**config.mk**
```make
export PLATFORM = sky130hd
export DESIGN_NAME = mcx_core
export DESIGN_NICKNAME = d
export VERILOG_FILES = /design/src/mcx_pkg.sv /design/src/mcx_core.sv
export VERILOG_INCLUDE_DIRS = /design/src
export SDC_FILE = /design/constraint.sdc
export NUM_CORES = 1
export LEC_CHECK = 0
export BUFFER_PORTS_ARGS = -buffer_cell sky130_fd_sc_hd__buf_4
export CORE_ASPECT_RATIO = 0.5
export CORE_UTILIZATION = 30
export CTS_BUF_LIST = sky130_fd_sc_hd__clkbuf_8 sky130_fd_sc_hd__clkbuf_16
export CTS_CLUSTER_DIAMETER = 120
export DETAILED_ROUTE_END_ITERATION = 16
export PLACE_DENSITY = 0.44
export SETUP_SLACK_MARGIN = 0.02
export SLEW_MARGIN = 30
export SYNTH_ARGS = -nofsm -noshare
export SYNTH_HDL_FRONTEND = slang
export SYNTH_SLANG_ARGS = --single-unit
```
**constraint.sdc**
```tcl
create_clock -name sys_clk_i -period 3.02 [get_ports sys_clk_i]
set_input_delay 0.604 -clock sys_clk_i [delete_from_list [all_inputs] [get_ports sys_clk_i]]
set_output_delay 0.604 -clock sys_clk_i [all_outputs]
set_load 0.01 [all_outputs]
```
**src/mcx_map.svh**
```systemverilog
`ifndef MCX_MAP_SVH
`define MCX_MAP_SVH
// ==========================================================
// constants
`define MCX_PC_W 14
`define MCX_STACK_DEPTH 8
`define MCX_SP_W 3
`define MCX_BCD_LIMIT 4'h9
`define MCX_BCD_FIX 4'h6
`define MCX_ACC_RST 8'h00
`define MCX_PC_RST 14'h0000
`define MCX_WDT_W 16
`endif

```
**src/mcx_pkg.sv**
```systemverilog
`include "mcx_map.svh"
package mcx_pkg;
   // ==========================================================
   // operation codes presented by the fetch stage
   typedef enum logic [4:0] {
      MCX_IDLE_OP = 5'h00,
      MCX_GUARD_CLEAR_FIRST = 5'h01,
      MCX_GUARD_CLEAR_SECOND = 5'h02,
      MCX_INVERT_MEM_OP = 5'h03,
      MCX_INVERT_TO_ACC_OP = 5'h04,
      MCX_BCD_ADJUST_OP = 5'h05,
      MCX_MINUS_ONE_MEM_OP = 5'h06,
      MCX_MINUS_ONE_TO_ACC_OP = 5'h07,
      MCX_PLUS_ONE_MEM_OP = 5'h08,
      MCX_PLUS_ONE_TO_ACC_OP = 5'h09,
      MCX_HALT_OP = 5'h0A,
      MCX_GOTO_OP = 5'h0B,
      MCX_COPY_MEM_TO_ACC_OP = 5'h0C,
      MCX_COPY_IMM_TO_ACC_OP = 5'h0D,
      MCX_COPY_ACC_TO_MEM_OP = 5'h0E,
      MCX_MERGE_MEM_OP = 5'h0F,
      MCX_MERGE_IMM_OP = 5'h10,
      MCX_MERGE_INTO_MEM_OP = 5'h11,
      MCX_SUBROUTINE_EXIT_OP = 5'h12,
      MCX_SUBROUTINE_EXIT_IMM_OP = 5'h13,
      MCX_IRQ_EXIT_OP = 5'h14,
      MCX_MEM_ROTATE_LEFT_OP = 5'h15,
      MCX_ROTATE_LEFT_TO_ACC_OP = 5'h16,
      MCX_PUSH_OP = 5'h17
   } mcx_op_t;

   typedef enum logic [2:0] {
      MCX_RUN = 3'b001,
      MCX_DUMMY = 3'b010,
      MCX_SLEEP = 3'b100
   } mcx_state_t;

   typedef struct packed {
      mcx_op_t op;
      logic [7:0] mem;
      logic [7:0] imm;
      logic [`MCX_PC_W-1:0] addr;
   } mcx_instr_t;

   typedef struct packed {
      logic zero;
      logic carry;
      logic half_carry;
      logic timeout;
      logic powerdown;
   } mcx_flags_t;
endpackage

```
**src/mcx_core.sv**
```systemverilog
`timescale 1ns/1ps
`include "mcx_map.svh"
module mcx_core (
   input wire logic sys_clk_i,
   input wire logic resetn_i,
   input wire logic clk_en_i,
   input wire logic instr_valid_i,
   input wire mcx_pkg::mcx_instr_t instr_i,
   input wire logic irq_pending_i,
   input wire logic wake_i,
   input wire logic wdt_timeout_i,
   output logic [7:0] acc_o,
   output logic [`MCX_PC_W-1:0] pc_o,
   output logic mem_we_o,
   output logic [7:0] mem_wdata_o,
   output mcx_pkg::mcx_flags_t flags_o,
   output logic global_irq_enable_o,
   output logic wdt_clear_o,
   output logic clk_gate_o,
   output logic irq_take_o,
   output logic busy_o
);
   import mcx_pkg::*;

   // ==========================================================
   // helpers
   function automatic logic is_zero(input logic [7:0] v);
      is_zero = (v == 8'h00);
   endfunction
   function automatic logic [7:0] rol1(input logic [7:0] v);
      rol1 = {v[6:0], v[7]}; // bit 7 wraps into bit 0
   endfunction

   // ==========================================================
   // state
   mcx_state_t state, next_state;
   logic [7:0] acc, next_acc;
   logic [`MCX_PC_W-1:0] pc, next_pc;
   logic [`MCX_PC_W-1:0] stack [`MCX_STACK_DEPTH];
   logic [`MCX_SP_W-1:0] sp, next_sp;
   logic push, pop;
   mcx_flags_t flags, next_flags;
   logic gie, next_gie;
   logic last_first, next_last_first;
   logic last_second, next_last_second;
   logic mem_we, next_mem_we;
   logic [7:0] mem_wdata, next_mem_wdata;
   logic wdt_clr, next_wdt_clr;
   logic irq_take, next_irq_take;
   logic [7:0] bcd_fix;
   logic [8:0] bcd_sum;

   // bcd correction term, one nibble at a time
   always_comb begin
      bcd_fix = 8'h00;
      if (acc[3:0] > `MCX_BCD_LIMIT || flags.half_carry) begin
         bcd_fix[3:0] = `MCX_BCD_FIX;
      end
      if (acc[7:4] > `MCX_BCD_LIMIT || flags.carry) begin
         bcd_fix[7:4] = `MCX_BCD_FIX;
      end
      bcd_sum = {1'b0, acc} + {1'b0, bcd_fix};
   end

   // next-state decode of one instruction
   always_comb begin
      next_state = state;
      next_acc = acc;
      next_pc = pc;
      next_sp = sp;
      push = 1'b0;
      pop = 1'b0;
      next_flags = flags;
      next_gie = gie;
      next_last_first = last_first;
      next_last_second = last_second;
      next_mem_we = 1'b0;
      next_mem_wdata = mem_wdata;
      next_wdt_clr = 1'b0;
      next_irq_take = 1'b0;
      case (state)
         MCX_SLEEP: begin
            // clock gated; only the wake pin restarts the core
            if (wake_i) begin
               next_state = MCX_RUN;
            end
         end
         MCX_DUMMY: begin
            // dummy slot while the new address is fetched
            next_state = MCX_RUN;
            if (irq_pending_i && gie) begin
               next_irq_take = 1'b1;
               next_gie = 1'b0;
            end
         end
         MCX_RUN: begin
            if (instr_valid_i) begin
               next_pc = pc + `MCX_PC_W'(1);
               // only the guard clear just taken stays armed
               next_last_first = (instr_i.op == MCX_GUARD_CLEAR_FIRST);
               next_last_second = (instr_i.op == MCX_GUARD_CLEAR_SECOND);
               case (instr_i.op)
                  MCX_GUARD_CLEAR_FIRST: begin
                     if (last_second) begin
                        next_wdt_clr = 1'b1;
                        next_flags.timeout = 1'b0;
                        next_flags.powerdown = 1'b0;
                     end
                  end
                  MCX_GUARD_CLEAR_SECOND: begin
                     if (last_first) begin
                        next_wdt_clr = 1'b1;
                        next_flags.timeout = 1'b0;
                        next_flags.powerdown = 1'b0;
                     end
                  end
                  MCX_INVERT_MEM_OP: begin
                     next_mem_we = 1'b1;
                     next_mem_wdata = ~instr_i.mem;
                     next_flags.zero = is_zero(~instr_i.mem);
                  end
                  MCX_INVERT_TO_ACC_OP: begin
                     next_acc = ~instr_i.mem;
                     next_flags.zero = is_zero(~instr_i.mem);
                  end
                  MCX_BCD_ADJUST_OP: begin
                     next_mem_we = 1'b1;
                     next_mem_wdata = bcd_sum[7:0];
                     // carry only ever set, keeps chained sums
                     if (bcd_sum[8]) begin
                        next_flags.carry = 1'b1;
                     end
                  end
                  MCX_MINUS_ONE_MEM_OP: begin
                     next_mem_we = 1'b1;
                     next_mem_wdata = instr_i.mem - 8'h01;
                     next_flags.zero = is_zero(instr_i.mem - 8'h01);
                  end
                  MCX_MINUS_ONE_TO_ACC_OP: begin
                     next_acc = instr_i.mem - 8'h01;
                     next_flags.zero = is_zero(instr_i.mem - 8'h01);
                  end
                  MCX_PLUS_ONE_MEM_OP: begin
                     next_mem_we = 1'b1;
                     next_mem_wdata = instr_i.mem + 8'h01;
                     next_flags.zero = is_zero(instr_i.mem + 8'h01);
                  end
                  MCX_PLUS_ONE_TO_ACC_OP: begin
                     next_acc = instr_i.mem + 8'h01;
                     next_flags.zero = is_zero(instr_i.mem + 8'h01);
                  end
                  MCX_HALT_OP: begin
                     next_state = MCX_SLEEP;
                     next_wdt_clr = 1'b1;
                     next_flags.timeout = 1'b0;
                     next_flags.powerdown = 1'b1;
                  end
                  MCX_GOTO_OP: begin
                     next_pc = instr_i.addr;
                     next_state = MCX_DUMMY;
                  end
                  MCX_COPY_MEM_TO_ACC_OP: begin
                     next_acc = instr_i.mem;
                  end
                  MCX_COPY_IMM_TO_ACC_OP: begin
                     next_acc = instr_i.imm;
                  end
                  MCX_COPY_ACC_TO_MEM_OP: begin
                     next_mem_we = 1'b1;
                     next_mem_wdata = acc;
                  end
                  MCX_MERGE_MEM_OP: begin
                     next_acc = acc | instr_i.mem;
                     next_flags.zero = is_zero(acc | instr_i.mem);
                  end
                  MCX_MERGE_IMM_OP: begin
                     next_acc = acc | instr_i.imm;
                     next_flags.zero = is_zero(acc | instr_i.imm);
                  end
                  MCX_MERGE_INTO_MEM_OP: begin
                     next_mem_we = 1'b1;
                     next_mem_wdata = acc | instr_i.mem;
                     next_flags.zero = is_zero(acc | instr_i.mem);
                  end
                  MCX_SUBROUTINE_EXIT_OP: begin
                     pop = 1'b1;
                     next_pc = stack[sp - `MCX_SP_W'(1)];
                     next_state = MCX_DUMMY;
                  end
                  MCX_SUBROUTINE_EXIT_IMM_OP: begin
                     pop = 1'b1;
                     next_pc = stack[sp - `MCX_SP_W'(1)];
                     next_acc = instr_i.imm;
                     next_state = MCX_DUMMY;
                  end
                  MCX_IRQ_EXIT_OP: begin
                     pop = 1'b1;
                     next_pc = stack[sp - `MCX_SP_W'(1)];
                     next_gie = 1'b1;
                     next_state = MCX_DUMMY;
                  end
                  MCX_MEM_ROTATE_LEFT_OP: begin
                     next_mem_we = 1'b1;
                     next_mem_wdata = rol1(instr_i.mem);
                  end
                  MCX_ROTATE_LEFT_TO_ACC_OP: begin
                     next_acc = rol1(instr_i.mem);
                  end
                  MCX_PUSH_OP: begin
                     push = 1'b1; // return address stacked; call target taken from instr_i.addr
                     next_pc = instr_i.addr;
                     next_state = MCX_DUMMY;
                  end
                  default: ;
               endcase
               // stack wraps within its depth
               if (push) begin
                  next_sp = sp + `MCX_SP_W'(1);
               end else if (pop) begin
                  next_sp = sp - `MCX_SP_W'(1);
               end
            end
         end
         default: next_state = MCX_RUN;
      endcase
      // watchdog set wins over a clear in the same cycle, so a
      // timeout is never lost to a coincident guard clear or halt
      if (wdt_timeout_i) begin
         next_flags.timeout = 1'b1;
      end
   end

   // ==========================================================
   // registers; clock enable freezes everything
   always_ff @(posedge sys_clk_i or negedge resetn_i) begin
      if (!resetn_i) begin
         state <= MCX_RUN;
         acc <= `MCX_ACC_RST;
         pc <= `MCX_PC_RST;
         sp <= '0;
         flags <= '0;
         gie <= 1'b0;
         last_first <= 1'b0;
         last_second <= 1'b0;
         mem_we <= 1'b0;
         mem_wdata <= 8'h00;
         wdt_clr <= 1'b0;
         irq_take <= 1'b0;
      end else if (clk_en_i) begin
         state <= next_state;
         acc <= next_acc;
         pc <= next_pc;
         sp <= next_sp;
         flags <= next_flags;
         gie <= next_gie;
         last_first <= next_last_first;
         last_second <= next_last_second;
         mem_we <= next_mem_we;
         mem_wdata <= next_mem_wdata;
         wdt_clr <= next_wdt_clr;
         irq_take <= next_irq_take;
      end
   end

   // return address store, no reset needed
   always_ff @(posedge sys_clk_i) begin
      if (clk_en_i && push) begin
         stack[sp] <= pc + `MCX_PC_W'(1);
      end
   end

   assign acc_o = acc;
   assign pc_o = pc;
   assign mem_we_o = mem_we;
   assign mem_wdata_o = mem_wdata;
   assign flags_o = flags;
   assign global_irq_enable_o = gie;
   assign wdt_clear_o = wdt_clr;
   assign clk_gate_o = state[2]; // one-hot sleep bit, no decode after flop
   assign irq_take_o = irq_take;
   assign busy_o = state[1]; // one-hot dummy bit

   // ==========================================================
   // checks
   property p_repeat_no_clear;
      @(posedge sys_clk_i) disable iff (!resetn_i)
      (clk_en_i && state == MCX_RUN && instr_valid_i &&
       instr_i.op == MCX_GUARD_CLEAR_FIRST && last_first) |=> !wdt_clr;
   endproperty
   a_repeat_no_clear: assert property (p_repeat_no_clear)
      else $error("repeated guard clear cleared watchdog");

   property p_halt_flags;
      @(posedge sys_clk_i) disable iff (!resetn_i)
      (clk_en_i && state == MCX_RUN && instr_valid_i &&
       instr_i.op == MCX_HALT_OP) |=>
      (flags.powerdown && wdt_clr && state == MCX_SLEEP);
   endproperty
   a_halt_flags: assert property (p_halt_flags)
      else $error("halt did not set powerdown state");

   property p_goto_dummy;
      @(posedge sys_clk_i) disable iff (!resetn_i)
      (clk_en_i && state == MCX_RUN && instr_valid_i &&
       instr_i.op == MCX_GOTO_OP) |=>
      (pc == $past(instr_i.addr) && state == MCX_DUMMY);
   endproperty
   a_goto_dummy: assert property (p_goto_dummy)
      else $error("jump did not load pc with dummy slot");

   property p_irq_exit;
      @(posedge sys_clk_i) disable iff (!resetn_i)
      (clk_en_i && state == MCX_RUN && instr_valid_i &&
       instr_i.op == MCX_IRQ_EXIT_OP) |=> gie;
   endproperty
   a_irq_exit: assert property (p_irq_exit)
      else $error("irq exit did not enable interrupts");

   property p_rotate_acc;
      @(posedge sys_clk_i) disable iff (!resetn_i)
      (clk_en_i && state == MCX_RUN && instr_valid_i &&
       instr_i.op == MCX_ROTATE_LEFT_TO_ACC_OP) |=>
      (!mem_we &&
       acc == {$past(instr_i.mem[6:0]), $past(instr_i.mem[7])});
   endproperty
   a_rotate_acc: assert property (p_rotate_acc)
      else $error("rotate to accumulator wrote memory or wrong value");

   property p_bcd_flags;
      @(posedge sys_clk_i) disable iff (!resetn_i)
      (clk_en_i && state == MCX_RUN && instr_valid_i &&
       instr_i.op == MCX_BCD_ADJUST_OP) |=>
      (mem_we && flags.zero == $past(flags.zero) &&
       flags.half_carry == $past(flags.half_carry));
   endproperty
   a_bcd_flags: assert property (p_bcd_flags)
      else $error("bcd adjust changed a flag other than carry");
endmodule // mcx_core

```
==> out/results.tsv <==
metric	value	unit
Total Routing Usage GR	19.6	%
hold slack	0.202	ns
final wirelength	28100	um
nets	922	
Die X-Extent	244	um
post-CTS setup buffer count	0	
critical path peak fanout	14	
NetSw	3.04	mW
DRC	0	
FFs w/ async S/R, synth	29.1	%
first-pass GRT wire length	43500	um
Inserted Diodes	0	
setup TNS	0	ns
largest net degree at the start of global routing	47	
First-pass DRT Iterations	7	
num ports	83	
CP max stage cell	dfrtp_1	
clk sink count	158	
flop-to-flop setup slack	0.59	ns
worst vdd ir	0.399	mV
most frequent cells in the layout	buf_4, edfxtp_1, nand2_1	
Cell Area, Synth	0.00881	mm^2
WP buf/inv	0	
period utilization	80.3	%
DP HPWL	19500	um
CP top delay family	flip-flops	
Max Buffers Root-to-Sink	2	
endpoints failing setup	0	
clk_lat worst skew	0.44	ns
Main synth FF type	edfxtp_1	
via count	6872	
CP required	3.35	ns
Combinational Power Share	36.8	%
CTS Buf Count	17	
fin util	37.2	%
I/O Buffers	81	
CTS root buffer	clkbuf_16	
fin. max-slew vios	0	
cell mode on critical path	ha_1	
Post-DRT Antenna Nets	0	
Synth Instances	783	
hold_buf cts	0	
die footprint	0.0301	mm^2
synthesis-stage register bit count	158	
post_cts resized	0	
dpl cell area	0.00995	mm^2
Core ar.	0.0282	mm^2
Period minus WS final	2.43	ns
startpoint types	flip-flop	
sequential share of power	38.5	%
skew final	0.00963	ns
CTS HTree Levels	4	
max incr delay on CP	0.62	ns
fin cells	1262	
synthesized area per cell	11.2	um^2
P&R area growth vs syn	19.2	%
Int Power	5.27	mW
Std-Cell Rows	43	
ratio of cells with drive above 1 in the final layout	23.9	%
DRT iter0 DRCs	681	
design area	0.0105	mm^2
maxcap violations	0	
Worst EP arrival	2.76	ns
Initial Utilization	31.2	%
GP Congestion	0.917	
status	finished clean	
Leak	3.83	nW
Post-synth EDFFs	112	
RSZ-0062 raised after global routing	false	
CTS tree	yes	
drt wl/cell	22.3	um
clock power share	24.7	%
vias in the first global route	6877	
Net Sw Frac	36.6	%
Min-Delay Path Class	input port to async pin	
gr ovfl total	0	
vias per inst	5.45	
slew margin rel.	44.3	%
Setup Crit Path Kind	flip-flop to flip-flop	
most common cell after layout, fill and taps aside	buf_4	
Clock transition at path regs	0.07	ns
initial antenna violation count	0	
Synth Warn #	0	
register area share after synthesis	51.3	%
CP Capture Type	flip-flop	
Unique masters post-synth	90	
Hold Violations, Final	0	
Worst-Margin Slew	0.836	ns
dpl cells	1232	
Max Freq	412	MHz
critical path, cell by cell	o21a_1 -> ha_1 -> ha_1 -> o211ai_1 -> xnor2_1 -> nand2_1 -> o21ai_1 -> or4b_1 -> a22o_1	
Syn Nets	836	
Pwr Density	791	mW/mm^2
Die Ht	123	um
-- power by group through the flow --
stage               clock network [mW]  logic [mW]  registers [mW]
finish                            2.05        3.06            3.20
global route                      2.20        3.37            3.24
CTS                               2.13        3.08            3.19
detailed placement                   0        3.07            3.23
global placement                     0        3.06            3.23
floorplan                            0        1.84            3.14
-- kinds of logic (layout without fill, tap and decap cells) --
| logic type | after synthesis | after routing | share of synthesized area, % |
|---|---|---|---|
| AOI/OAI and AO/OA | 222 | 222 | 16.9 |
| xor gates and xnor gates | 30 | 30 | 3.07 |
| adders and majority gates | 11 | 11 | 1.56 |
| and+or+nand+nor | 251 | 251 | 15.0 |
| DFF | 158 | 158 | 51.3 |
| buffers and inverters | 74 | 171 | 4.06 |
| muxes | 36 | 36 | 8.10 |
| other | 1 | 1 | 0.0426 |
-- registers in the layout, indices dropped and copies added (netlist names) --
name and flops:
acc_o 8, stack 112, state 3, pc_o 14, last_second 1, wdt_clear_o 1
global_irq_enable_o 1, mem_wdata_o 8, flags_o 4, last_first 1, sp 3, mem_we_o 1
irq_take_o 1
-- stage by stage --
| step | power (mW) | setup WS, ns |
|---|---|---|
| 2_1_floorplan | 4.98 | 0.0210 |
| 3_3_place_gp | 6.28 | 0.386 |
| 3_5_place_dp | 6.30 | 0.291 |
| 4_1_cts | 8.40 | 0.594 |
| 5_1_grt | 8.81 | 0.381 |
| 6_report | 8.31 | 0.594 |
-- layout make-up --
class                   count  area, um^2
clock buffers              17         425
clock inverters            13         119
fillers                  2839       17700
inverters                  21        78.8
multi-input cells         551        3950
flip-flops and latches    158        4520
well taps                 382         478
repair buffers            120         926
-- cell usage after synthesis (7+ instances only) --
master	number	area, um^2
dfrtp_1	45	1130
nand3_1	17	85.1
mux4_2	28	631
a221oi_1	14	123
nor2b_1	14	87.6
xnor2_1	22	193
and3_1	9	56.3
nor4_1	8	50.1
edfxtp_1	112	3360
nor3_1	10	50.1
ha_1	11	138
a22oi_1	7	52.6
a31oi_1	12	75.1
a21oi_1	64	320
a22o_1	7	61.3
inv_1	19	71.3
nor2_1	55	206
xor2_1	7	61.3
nand2_1	81	304
o21ai_1	22	110
clkbuf_1	19	71.3
buf_2	25	125
o21ai_0	30	150
nand2b_1	10	62.6
-- worst register-to-register path: stages, from the launching register on --
cell and delay, ns:
dfrtp_1 0.62, o21a_1 0.19, ha_1 0.16, ha_1 0.21, o211ai_1 0.11, xnor2_1 0.16, nand2_1 0.09, o21ai_1 0.08
or4b_1 0.51, a22o_1 0.19
-- final timing paths --
path	start	endpoint	cells past startpoint
min in group sys_clk_i	wdt_timeout_i	flags_o[1]	2
max	acc_o[3]	mem_wdata_o[5]	9
max reg2reg	acc_o[3]	mem_wdata_o[5]	9
min reg2reg	flags_o[4]	flags_o[4]	2
max in group asynchronous	resetn_i	sp[0]	1
min	resetn_i	flags_o[4]	1
-- per-layer routing --
metal  GRT usage (%)  share of wire, %
met1            27.3                47
met2            30.4                46
met3            4.04               5.3
met4            6.37               2.0
met5               0                 0
Note: power is estimated with default switching activity, not from simulation.
